[config.mk]
export PLATFORM = sky130hd
export DESIGN_NAME = timer0_counter_compare
export DESIGN_NICKNAME = d
export VERILOG_FILES = /design/src/hw/timer0_counter_compare.v
export VERILOG_INCLUDE_DIRS = /design/src /design/src/hw
export SDC_FILE = /design/constraint.sdc
export NUM_CORES = 1
export LEC_CHECK = 0
export BUFFER_PORTS_ARGS = -buffer_cell sky130_fd_sc_hd__buf_2
export CELL_PAD_IN_SITES_DETAIL_PLACEMENT = 0
export CELL_PAD_IN_SITES_GLOBAL_PLACEMENT = 2
export CORE_MARGIN = 3
export CORE_UTILIZATION = 36
export DETAILED_ROUTE_END_ITERATION = 6
export PLACE_DENSITY = 0.89
export SETUP_SLACK_MARGIN = 0.02
export SLEW_MARGIN = 20
export SYNTH_ARGS = -nofsm -noshare
export SYNTH_HDL_FRONTEND = slang
export SYNTH_SLANG_ARGS = --single-unit
export TNS_END_PERCENT = 1
[constraint.sdc]
create_clock -name hclk -period 5.6 [get_ports hclk]
set_clock_uncertainty 0.2 [all_clocks]
set_input_delay 0.56 -clock hclk [delete_from_list [all_inputs] [get_ports hclk]]
set_output_delay 0.56 -clock hclk [all_outputs]
set_load 0.01 [all_outputs]
[src/hw/timer0_map.vh]
// Purpose: register map and constants of the 8-bit timer
// Assumes: AHB-Lite word registers, 32-bit data
// Notes:   definitions only
`ifndef TIMER0_MAP_VH
`define TIMER0_MAP_VH

// ------------------------------
// Register offsets (byte addr)
// ------------------------------
`define OFS_CONTROL  8'h00
`define OFS_COUNTER  8'h04
`define OFS_COMPARE  8'h08
`define OFS_FLAGS    8'h0c
`define OFS_MASK     8'h10
`define OFS_ASYNC    8'h14

// ------------------------------
// Field positions
// ------------------------------
`define CTL_WGM_LO   0
`define CTL_WGM_HI   1
`define CTL_COM_LO   2
`define CTL_COM_HI   3
`define CTL_CS_LO    4
`define CTL_CS_HI    6
`define CTL_FORCE    7
`define FLG_OVF      0
`define FLG_CMP      1

// ------------------------------
// Values
// ------------------------------
`define CNT_BOTTOM   8'h00
`define CNT_MAX      8'hff
`define WGM_NORMAL   2'h0
`define WGM_PCPWM    2'h1
`define WGM_CTC      2'h2
`define WGM_FASTPWM  2'h3
`define COM_NONE     2'h0
`define COM_TOGGLE   2'h1
`define COM_CLEAR    2'h2
`define COM_SET      2'h3
`define CS_STOP      3'h0
`define RST_BYTE     8'h00
`define PRE_W        10

`endif

[src/hw/timer0_counter_compare.v]
// Purpose: 8-bit timer/counter, one compare channel, AHB-Lite regs
// Assumes: hclk is the I/O clock; osc_pin_in is asynchronous
// Notes:   zero-wait-state slave, response always OKAY
//
// Behaviour
// Counter and compare registers are 8 bits, readable and writable.
// Tick from I/O clock, or from crystal pin when async selected.
// Clock select zero stops the counter completely.
// Counter readable and writable with or without a tick.
// Processor write to counter beats a same-cycle clear or count.
// Each tick clears, increments or decrements per waveform mode.
// Bottom at 0x00, max at 0xFF.
// Top is 0xFF or the compare register, per mode.
// Two waveform select bits choose the count sequence.
// Comparator signals match whenever counter equals compare.
// Match sets the compare flag at the next tick.
// Enabled flag requests interrupt; cleared by service or writing one.
// PWM modes double-buffer compare, update at top or bottom.
// Buffered accesses reach the buffer, else the active register.
// Force strobe acts like a match on output only, non-PWM.
// Counter write blocks a match in the following tick.
// Output compare state survives waveform mode changes.
// Compare output action bits take effect immediately.
// Overflow flag set per mode and can raise an interrupt.
// Waveform unit uses match, mode, action, max and bottom.
// Software presets output state before enabling the pin.
// Software avoids writes whose match would be lost.
// Normal mode counts up, wraps, overflow at zero.
// Clear-on-match mode clears counter on compare match.
// Fast PWM counts bottom to max; non-inverting clears/sets.
// Action zero leaves the output state unchanged on match.
// Mode 1 is phase-correct PWM, up to max then down.
`timescale 1ns/100ps
`include "timer0_map.vh"

module timer0_counter_compare
(
   input  wire        hclk,
   input  wire        hresetn,
   input  wire        hsel,
   input  wire [7:0]  haddr,
   input  wire [1:0]  htrans,
   input  wire        hwrite,
   input  wire [2:0]  hsize,
   input  wire [31:0] hwdata,
   input  wire        hready,
   output wire        hreadyout,
   output wire        hresp,
   output reg  [31:0] hrdata,
   input  wire        osc_pin_in,
   output reg         osc_pin_out,
   input  wire        overflow_irq_ack,
   input  wire        compare_irq_ack,
   output wire        overflow_irq,
   output wire        compare_irq,
   output reg         compare_output,
   output wire        compare_output_en
);

// ------------------------------
// Register state
// ------------------------------
reg  [1:0]  waveform_select;
reg  [1:0]  compare_output_action;
reg  [2:0]  clock_select;
reg         async_clock_select;
reg  [7:0]  counter_value;
reg  [7:0]  compare_value;
reg  [7:0]  compare_buffer;
reg         overflow_flag;
reg         compare_match_flag;
reg         overflow_irq_enable;
reg         compare_irq_enable;
reg         count_down;
reg         block_match;

// ------------------------------
// AHB-Lite slave
// ------------------------------
reg         wr_pend;
reg  [7:0]  wr_addr;
wire        addr_phase = hsel & hready & htrans[1];
wire        wr_stb     = wr_pend;
wire [7:0]  wd         = hwdata[7:0];
wire        pwm_mode   = waveform_select[0];

assign hreadyout = 1'b1;
assign hresp     = 1'b0;

always @(posedge hclk or negedge hresetn)
begin
   if (!hresetn)
   begin
      wr_pend <= 1'b0;
      wr_addr <= `RST_BYTE;
   end
   else
   begin
      wr_pend <= addr_phase & hwrite;
      wr_addr <= haddr;
   end
end

wire w_ctl = wr_stb & (wr_addr == `OFS_CONTROL);
wire w_cnt = wr_stb & (wr_addr == `OFS_COUNTER);
wire w_cmp = wr_stb & (wr_addr == `OFS_COMPARE);
wire w_flg = wr_stb & (wr_addr == `OFS_FLAGS);
wire w_msk = wr_stb & (wr_addr == `OFS_MASK);
wire w_asy = wr_stb & (wr_addr == `OFS_ASYNC);

// Read data is latched at the address phase, so it stands in the
// data phase with no wait state.
reg [7:0] rd_byte;
always @*
begin
   rd_byte = `RST_BYTE;
   case (haddr)
      `OFS_CONTROL: rd_byte = {1'b0, clock_select, compare_output_action, waveform_select};
      `OFS_COUNTER: rd_byte = counter_value;
      `OFS_COMPARE: rd_byte = pwm_mode ? compare_buffer : compare_value;
      `OFS_FLAGS:   rd_byte = {6'h00, compare_match_flag, overflow_flag};
      `OFS_MASK:    rd_byte = {6'h00, compare_irq_enable, overflow_irq_enable};
      `OFS_ASYNC:   rd_byte = {7'h00, async_clock_select};
      default:      rd_byte = `RST_BYTE;
   endcase
end

always @(posedge hclk or negedge hresetn)
begin
   if (!hresetn)
      hrdata <= 32'h00000000;
   else if (addr_phase & ~hwrite)
      hrdata <= {24'h000000, rd_byte};
end

// ------------------------------
// Clock source and prescaler
// ------------------------------
reg         osc_s1;
reg         osc_s2;
reg         osc_s3;
reg  [`PRE_W-1:0] prescale;
reg         tap;

// Crystal pin passes two flops; edge found after the second
always @(posedge hclk or negedge hresetn)
begin
   if (!hresetn)
   begin
      osc_s1      <= 1'b0;
      osc_s2      <= 1'b0;
      osc_s3      <= 1'b0;
      osc_pin_out <= 1'b0;
   end
   else
   begin
      osc_s1      <= osc_pin_in;
      osc_s2      <= osc_s1;
      osc_s3      <= osc_s2;
      osc_pin_out <= ~osc_s2;
   end
end

wire src_tick = async_clock_select ? (osc_s2 & ~osc_s3) : 1'b1;

always @(posedge hclk or negedge hresetn)
begin
   if (!hresetn)
      prescale <= {`PRE_W{1'b0}};
   else if (src_tick)
      prescale <= prescale + 1'b1;
end

// A tap fires when its low prescaler bits roll over to zero
wire [`PRE_W-1:0] pre_next = prescale + 1'b1;
always @*
begin
   tap = 1'b0;
   case (clock_select)
      `CS_STOP: tap = 1'b0;
      3'h1:     tap = 1'b1;
      3'h2:     tap = (pre_next[2:0] == 3'h0);
      3'h3:     tap = (pre_next[4:0] == 5'h00);
      3'h4:     tap = (pre_next[5:0] == 6'h00);
      3'h5:     tap = (pre_next[6:0] == 7'h00);
      3'h6:     tap = (pre_next[7:0] == 8'h00);
      3'h7:     tap = (pre_next == {`PRE_W{1'b0}});
      default:  tap = 1'b0;
   endcase
end

wire timer_tick = src_tick & tap;

// ------------------------------
// Comparator and extremes
// ------------------------------
wire at_bottom = (counter_value == `CNT_BOTTOM);
wire at_max    = (counter_value == `CNT_MAX);
wire match     = (counter_value == compare_value);
wire tick_match = timer_tick & match & ~block_match;
wire [7:0] top_value = (waveform_select == `WGM_CTC)
                       ? compare_value : `CNT_MAX;
wire at_top    = (counter_value == top_value);

// ------------------------------
// Counter unit
// ------------------------------
reg [7:0] next_counter;
reg       next_down;
always @*
begin
   next_counter = counter_value;
   next_down    = count_down;
   case (waveform_select)
      `WGM_NORMAL, `WGM_FASTPWM:
         next_counter = counter_value + 8'h01;
      `WGM_CTC:
         next_counter = tick_match ? `CNT_BOTTOM : counter_value + 8'h01;
      `WGM_PCPWM:
      begin
         if (at_max)
            next_down = 1'b1;
         else if (at_bottom)
            next_down = 1'b0;
         if (next_down)
            next_counter = counter_value - 8'h01;
         else
            next_counter = counter_value + 8'h01;
      end
      default:
         next_counter = counter_value;
   endcase
end

always @(posedge hclk or negedge hresetn)
begin
   if (!hresetn)
   begin
      counter_value <= `RST_BYTE;
      count_down    <= 1'b0;
   end
   else if (w_cnt)
      counter_value <= wd;
   else if (timer_tick)
   begin
      counter_value <= next_counter;
      count_down    <= next_down;
   end
end

// A counter write blocks the match of the next tick, even when stopped
always @(posedge hclk or negedge hresetn)
begin
   if (!hresetn)
      block_match <= 1'b0;
   else if (w_cnt)
      block_match <= 1'b1;
   else if (timer_tick)
      block_match <= 1'b0;
end

// ------------------------------
// Compare register and buffer
// ------------------------------
wire buf_update = timer_tick & pwm_mode & at_top;

always @(posedge hclk or negedge hresetn)
begin
   if (!hresetn)
   begin
      compare_value  <= `RST_BYTE;
      compare_buffer <= `RST_BYTE;
   end
   else
   begin
      if (w_cmp)
         compare_buffer <= wd;
      if (w_cmp & ~pwm_mode)
         compare_value <= wd;
      else if (buf_update)
         compare_value <= compare_buffer;
   end
end

// ------------------------------
// Control registers
// ------------------------------
always @(posedge hclk or negedge hresetn)
begin
   if (!hresetn)
   begin
      waveform_select       <= `WGM_NORMAL;
      compare_output_action <= `COM_NONE;
      clock_select          <= `CS_STOP;
      overflow_irq_enable   <= 1'b0;
      compare_irq_enable    <= 1'b0;
      async_clock_select    <= 1'b0;
   end
   else
   begin
      if (w_ctl)
      begin
         waveform_select       <= wd[`CTL_WGM_HI:`CTL_WGM_LO];
         compare_output_action <= wd[`CTL_COM_HI:`CTL_COM_LO];
         clock_select          <= wd[`CTL_CS_HI:`CTL_CS_LO];
      end
      if (w_msk)
      begin
         overflow_irq_enable <= wd[`FLG_OVF];
         compare_irq_enable  <= wd[`FLG_CMP];
      end
      if (w_asy)
         async_clock_select <= wd[0];
   end
end

// ------------------------------
// Flags and interrupt requests
// ------------------------------
// Phase-correct PWM overflows at the bottom turn; the others on the wrap
wire ovf_event = (waveform_select == `WGM_PCPWM) ? (at_bottom & count_down)
                                                 : at_max;

wire set_ovf = timer_tick & ovf_event;
wire clr_ovf = (w_flg & wd[`FLG_OVF]) | overflow_irq_ack;
wire clr_cmp = (w_flg & wd[`FLG_CMP]) | compare_irq_ack;

// Set wins over a clear in the same cycle
always @(posedge hclk or negedge hresetn)
begin
   if (!hresetn)
   begin
      overflow_flag      <= 1'b0;
      compare_match_flag <= 1'b0;
   end
   else
   begin
      if (set_ovf)
         overflow_flag <= 1'b1;
      else if (clr_ovf)
         overflow_flag <= 1'b0;
      if (tick_match)
         compare_match_flag <= 1'b1;
      else if (clr_cmp)
         compare_match_flag <= 1'b0;
   end
end

assign overflow_irq = overflow_flag & overflow_irq_enable;
assign compare_irq  = compare_match_flag & compare_irq_enable;

// ------------------------------
// Waveform generator
// ------------------------------
// A force takes the action and mode bits of the very write that carries it
wire       force_hit = w_ctl & wd[`CTL_FORCE] & ~wd[`CTL_WGM_LO];
wire [1:0] act_now   = force_hit ? wd[`CTL_COM_HI:`CTL_COM_LO]
                                 : compare_output_action;
reg        next_out;
always @*
begin
   next_out = compare_output;
   if (force_hit | (~pwm_mode & tick_match))
   begin
      case (act_now)
         `COM_TOGGLE: next_out = ~compare_output;
         `COM_CLEAR:  next_out = 1'b0;
         `COM_SET:    next_out = 1'b1;
         default:     next_out = compare_output;
      endcase
   end
   else if (pwm_mode & compare_output_action[1])
   begin
      if (waveform_select == `WGM_FASTPWM)
      begin
         // Wrap to bottom sets, match clears (non-inverting)
         if (timer_tick & at_max)
            next_out = ~compare_output_action[0];
         else if (tick_match)
            next_out = compare_output_action[0];
      end
      else if (tick_match)
         next_out = compare_output_action[0] ^ count_down;
   end
end

// Never reset by a mode change, only by the hardware reset
always @(posedge hclk or negedge hresetn)
begin
   if (!hresetn)
      compare_output <= 1'b0;
   else
      compare_output <= next_out;
end

// Pin override whenever any action bit is set; R21 is up to software
assign compare_output_en = |compare_output_action;

endmodule // timer0_counter_compare

* After elaboration in Yosys (flattened, before gate mapping)
Cells that the tools add are included.
** Word-level totals
- Bits of input ports :: 53
- Memories :: 0
- Memory bits (read-only) :: 0
- Register bits :: 70
- Bits in writable memories :: 0
- Latch bits :: 0
** Cells by class
- Div/mod/pow operators :: 0
- $lt $le $gt $ge :: 0
- Shifts and indexed selects :: 0
- Muxes and demuxes :: 30
- Multiply operators :: 0
- $add $sub $neg :: 3
- Reductions and logical operators :: 22
- Bitwise gates (word level) :: 41
- Equal/unequal tests :: 27
** Operators with widths (number)
- 8-bit 2-to-1 mux :: 8
- 8-bit one-hot mux with 6 select lines :: 1
- 8-bit by 4-bit equality test with 1-bit output, second input constant :: 4
- 8-bit by 5-bit equality test with 1-bit output, second input constant :: 4
- 8-bit logical NOT :: 4
- 1-bit bitwise AND :: 28
- 8-bit one-hot mux with 3 select lines :: 1
- 1-bit 2-to-1 mux :: 17
- 8-bit by 3-bit equality test with 1-bit output, second input constant :: 2
- 8-bit equality test :: 2
- 3-bit equality test, second input constant :: 4
- 10-bit by 1-bit adder with 10-bit output, second input constant :: 1
- 10-bit logical NOT :: 1
- 2-bit nonzero test :: 5
- 1-bit inverter :: 9
- 8-bit by 1-bit adder with 8-bit output, second input constant :: 1
- 2-bit equality test, second input constant :: 4
- 8-bit equality test, second input constant :: 1
- 1-bit one-hot mux with 8 select lines :: 1
- 8-bit by 1-bit subtractor with 8-bit output, second input constant :: 1
- 7-bit logical NOT :: 1
- 3-bit by 2-bit equality test with 1-bit output, second input constant :: 2
- 3-bit logical NOT :: 2
- 6-bit logical NOT :: 1
- other kinds (13) :: 18

* Depth between registers and ports, before layout
- Depth in word-level cells :: 11
- Depth in mapped cells :: 10
- Mapped depth without buffers :: 9

* Worst setup path after synthesis
OpenSTA, ideal clock, no wires.
- Path kind :: flip-flop to flip-flop
- Start :: register wr_addr[5]
- End :: register compare_output
- Required time :: 5.317 ns
- Clock period less this slack :: 3.138 ns
- Stages on the path, launching flop included :: 11
- Arrival :: 2.855 ns
- Setup slack :: 2.462 ns
- Buffers on the path :: 1
- Setup time :: 0.083 ns
- Cells stage by stage :: dfrtp_1 -> or4b_1 -> nor4b_1 -> buf_2 -> nand2_1 -> mux2_2 -> ha_1 -> or2_2 -> o21a_1 -> a32o_1 -> o22ai_1
** Between the ends
- Cells in the longest elaborated chain, start to end :: 8
** RTL lines
- from (decl) :: line timer0_counter_compare.v:81 : reg [7:0] wr_addr;
- from (signal assigned) :: line timer0_counter_compare.v:95 : wr_addr <= `RST_BYTE;
- from (signal assigned) :: line timer0_counter_compare.v:100 : wr_addr <= haddr;
- 8-bit logical NOT (no source line) *
- 1-bit bitwise AND * :: line timer0_counter_compare.v:104 : wire w_ctl = wr_stb & (wr_addr == `OFS_CONTROL);
- 1-bit bitwise AND * (2 in a row) :: line timer0_counter_compare.v:356 : wire force_hit = w_ctl & wd[`CTL_FORCE] & ~wd[`CTL_WGM_LO];
- 2-bit 2-to-1 mux :: line timer0_counter_compare.v:357 : wire [1:0] act_now = force_hit ? wd[`CTL_COM_HI:`CTL_COM_LO]
- 2-bit equality test / 2-bit by 1-bit equality test with 1-bit output (equally long branches) :: line timer0_counter_compare.v:365 : case (act_now)
- 4-bit by 1-bit != test with 1-bit output (no source line) / 1-bit one-hot mux with 3 select lines (equally long branches)
- 4-bit AND reduction (no source line) / 1-bit 2-to-1 mux (equally long branches)
- to (signal assigned) :: line timer0_counter_compare.v:393 : compare_output <= next_out;
- to (decl) :: line timer0_counter_compare.v:56 : output reg compare_output,
Every way passes the cells marked *; elsewhere a longest branch is shown, timed or not.
A chain may end at the register's enable or synchronous reset.

* Final worst setup path
Ends and elaborated chain as after synthesis.

==> metrics.yaml <==
status: "finished, final reports clean"
cp_max_fo: 12
numCtsBuffers: 9
yosys_most_used_dff: "dfrtp_1"
worstHoldPathType: "in2reg"
period_share_pct: 57.32
cts_buffer_depth: 2
total_power_mw: 1.329
netlist_top_cells_area: "dfrtp_1, mux2i_1, buf_4, nand2_1, mux2_2"
postCtsHoldBufs: 0
die_w_um: 116.8
grt_max_degree: 71
tightest_slew_ps: 1057
fin_cells: 650
drive_above_1_share_pct: 16.77
synth-edff-count: 0
grt_use_met3_pct: 3.393
cp.buffers_inverters: 1
ys_ff_latch: 70
yosys_warnings: 0
slowest_stage: "or4b_1"
met2_usage_pct: 28.90
overflow: 0
clk_pin_slew_worst_paths_ps: 60
top_usage_layer: "met2"
antenna_left: 0
stdcell_area_um2: 4913
coreArea_um2: 11710
irDropWorstVdd_v: 0.0001335
fmax_mhz: 311.6
setup_tns_ps: 0
num_antenna_cells: 0
finalSetupViolCount: 0
cp_cell_sequence: "or4b_1 -> nor4b_2 -> buf_4 -> nand2_1 -> mux2_2 -> ha_1 -> or2_2 -> o21a_1 -> a32o_1 -> o22ai_1"
grt_usage_pct: 18.11
ys_types: 76
num_vias: 3679
dr.pass1.iters: 6
crit_type: "reg2reg"
power.share.combinational_pct: 11.9
grt_pass1_wl_mm: 19.12
clock_sinks: 70
drt-total-wl_mm: 11.67
endpoint_kind: "flop"
clk_latency_ps: 330
area_growth_pct: 11.09
root_buffer: "clkbuf_16"
drv_cap: 0
initial_core_util_pct: 37.77
route.detailed.drc: 0
gp_congestion: 0.8546
syn_area_per_cell_um2: 9.331
hpwl_mm: 8.440
vias_per_cell: 5.660
layout_min_cycle_time_ps: 3210
place_area_um2: 4613
port_buffers: 37
die_area_um2: 13650
p_seq_share_pct: 44.7
post-cts-setup-buffers: 0
met1_usage_pct: 25.02
power.internal_uw: 970.8
rsz0062_at_grt: "no"
cts_resized: 0
nets: 565
cpPeakStageDelay_ps: 580
rows: 39
netlist_instances: 474
first_global_vias: 3591
io_pins: 92
maxSlewViolCount: 0
avgRoutedWirePerCell_um: 17.96
synth_top_area_share_pct: 39.60
hold_viol_final: 0
cp-start-kind: "flop"
pwr-share-clk_pct: 43.5
syn_area_um2: 4423
synth_async_sr_flop_share_pct: 100.0
drt_iter0_markers: 268
crit_arrival_ps: 3260
switching_share_pct: 26.98
cts_tree: "built"
fillers: 1166
synth_top_area_cell: "dfrtp_1"
dp_cells: 635
cts_max_level: 3
timing.critical_path.max_delay_family: "simple AND/OR/NAND/NOR gates"
p_sw_uw: 358.6
antenna_found_initial: 0
die_y_um: 116.8
ys_seq_area_share_pct: 39.60
cellPowerDensity_nw_per_um2: 270.6
maxSlewHeadroom_pct: 29.26
cp.required_ps: 5650
p_leak_nw: 2.165
## registers in the layout, indices dropped and copies added, names as in the netlist, 2 cells and up
register               cells
prescale                  10
compare_buffer             8
compare_value              8
counter_value              8
hrdata                     8
wr_addr                    8
clock_select               3
compare_output_action      2
waveform_select            2
## cell type report
type	instances	area [um^2]	share of cell area (%)
Clock buffer	12	256.5	5.220
Clock inverter	3	43.79	0.8913
Inverter	20	75.07	1.528
Multi-Input combinational cell	363	2407	48.99
Sequential cell	70	1752	35.65
Tap cell	143	178.9	3.641
Timing Repair Buffer	39	200.2	4.074
## logic make-up after synthesis
family          synth area share (%)
compound gates                 18.05
xor+xnor                       3.168
fa+ha+maj                      2.546
buf+inv                        8.147
flops                          39.60
mux                            9.533
other cells                   0.1698
simple gates                   18.78
## routing by layer
metal / up-vias / wire, um / share of wire, %
met5: - / 0 / 0
met4: 0 / 233 / 2.0
met3: 17 / 547 / 4.7
met2: 100 / 5457 / 47
met1: 1829 / 5432 / 47
li1: 1733 / - / -
## metrics by stage
stage               setup WS, ps  hold slack (ps)  util (%)
finish                      2390            136.2     41.96
floorplan                   2462            64.41         -
detailed placement          2430            144.9     39.39
global route                2183            123.3     41.96
global placement            2480            157.7     39.39
CTS                         2405            127.2     41.96
## synthesized netlist by cell type (5+ instances only)
cell,n
dfrtp_1,70
nand2_1,54
buf_4,27
nor2_1,24
mux2i_1,23
o21ai_0,22
nand3_1,21
inv_1,20
mux2_2,17
a21oi_1,11
clkbuf_1,10
ha_1,9
o21ai_1,9
o22ai_1,9
xnor2_1,9
nand2b_1,8
and3_1,7
nor3_1,7
xor2_1,7
and2_1,6
buf_2,6
nand4_1,6
nor2b_1,6
a31oi_1,5
and4_1,5
## cell usage in the layout, fill, tap and decap left out, types with 3 or more instances in the layout
cell | netlist | final
o22ai_1 | 9 | 9
o21ai_0 | 22 | 22
nand4_1 | 6 | 6
and4_1 | 5 | 5
xor2_1 | 7 | 7
nand2b_1 | 8 | 8
nand3_1 | 21 | 21
nand2_1 | 54 | 54
o21a_1 | 4 | 4
a211oi_1 | 4 | 4
inv_1 | 20 | 20
o2111ai_1 | 3 | 3
mux2i_1 | 23 | 23
and3_1 | 7 | 7
nor2b_1 | 6 | 6
buf_2 | 6 | 37
nor2_1 | 24 | 24
conb_1 | 2 | 26
clkbuf_16 | 0 | 9
a21oi_1 | 11 | 11
a31oi_1 | 5 | 5
nand3b_1 | 3 | 3
and2_1 | 6 | 6
xnor2_1 | 9 | 9
mux2_2 | 17 | 17
o211ai_1 | 4 | 4
ha_1 | 9 | 9
dfrtp_1 | 70 | 70
nor3_1 | 7 | 7
o21ai_1 | 9 | 9
## power by group through the flow
stage          clock network, mW  registers [mW]  logic (mW)
2_1_floorplan                  0           0.585       0.127
3_3_place_gp                   0           0.599       0.154
3_5_place_dp                   0           0.601       0.158
4_1_cts                    0.589           0.593       0.158
5_1_grt                    0.619           0.599       0.177
6_report                   0.578           0.594       0.158
## worst reg2reg max path: cells and delay by family, from the launching register on
kind            cells  cell delay (ps)
compound gates      3              470
fa+ha+maj           1              290
buf+inv             1              270
flops               1              360
mux                 1              280
simple gates        4             1240
## worst paths after layout
| kind | from | end | slack [ps] | cells past startpoint |
|---|---|---|---|---|
| setup / recovery | wr_addr[5] | compare_output | 2390 | 10 |
| hold / removal | osc_pin_in | osc_s1 | 140 | 1 |
| setup reg to reg | wr_addr[5] | compare_output | 2390 | 10 |
| hold reg to reg | osc_s1 | osc_s2 | 160 | 0 |
| max in group asynchronous | hresetn | counter_value[1] | 4360 | 2 |
| min in group asynchronous | hresetn | hrdata[4] | 220 | 2 |
No activity file was read; power rests on OpenSTA's default activity.
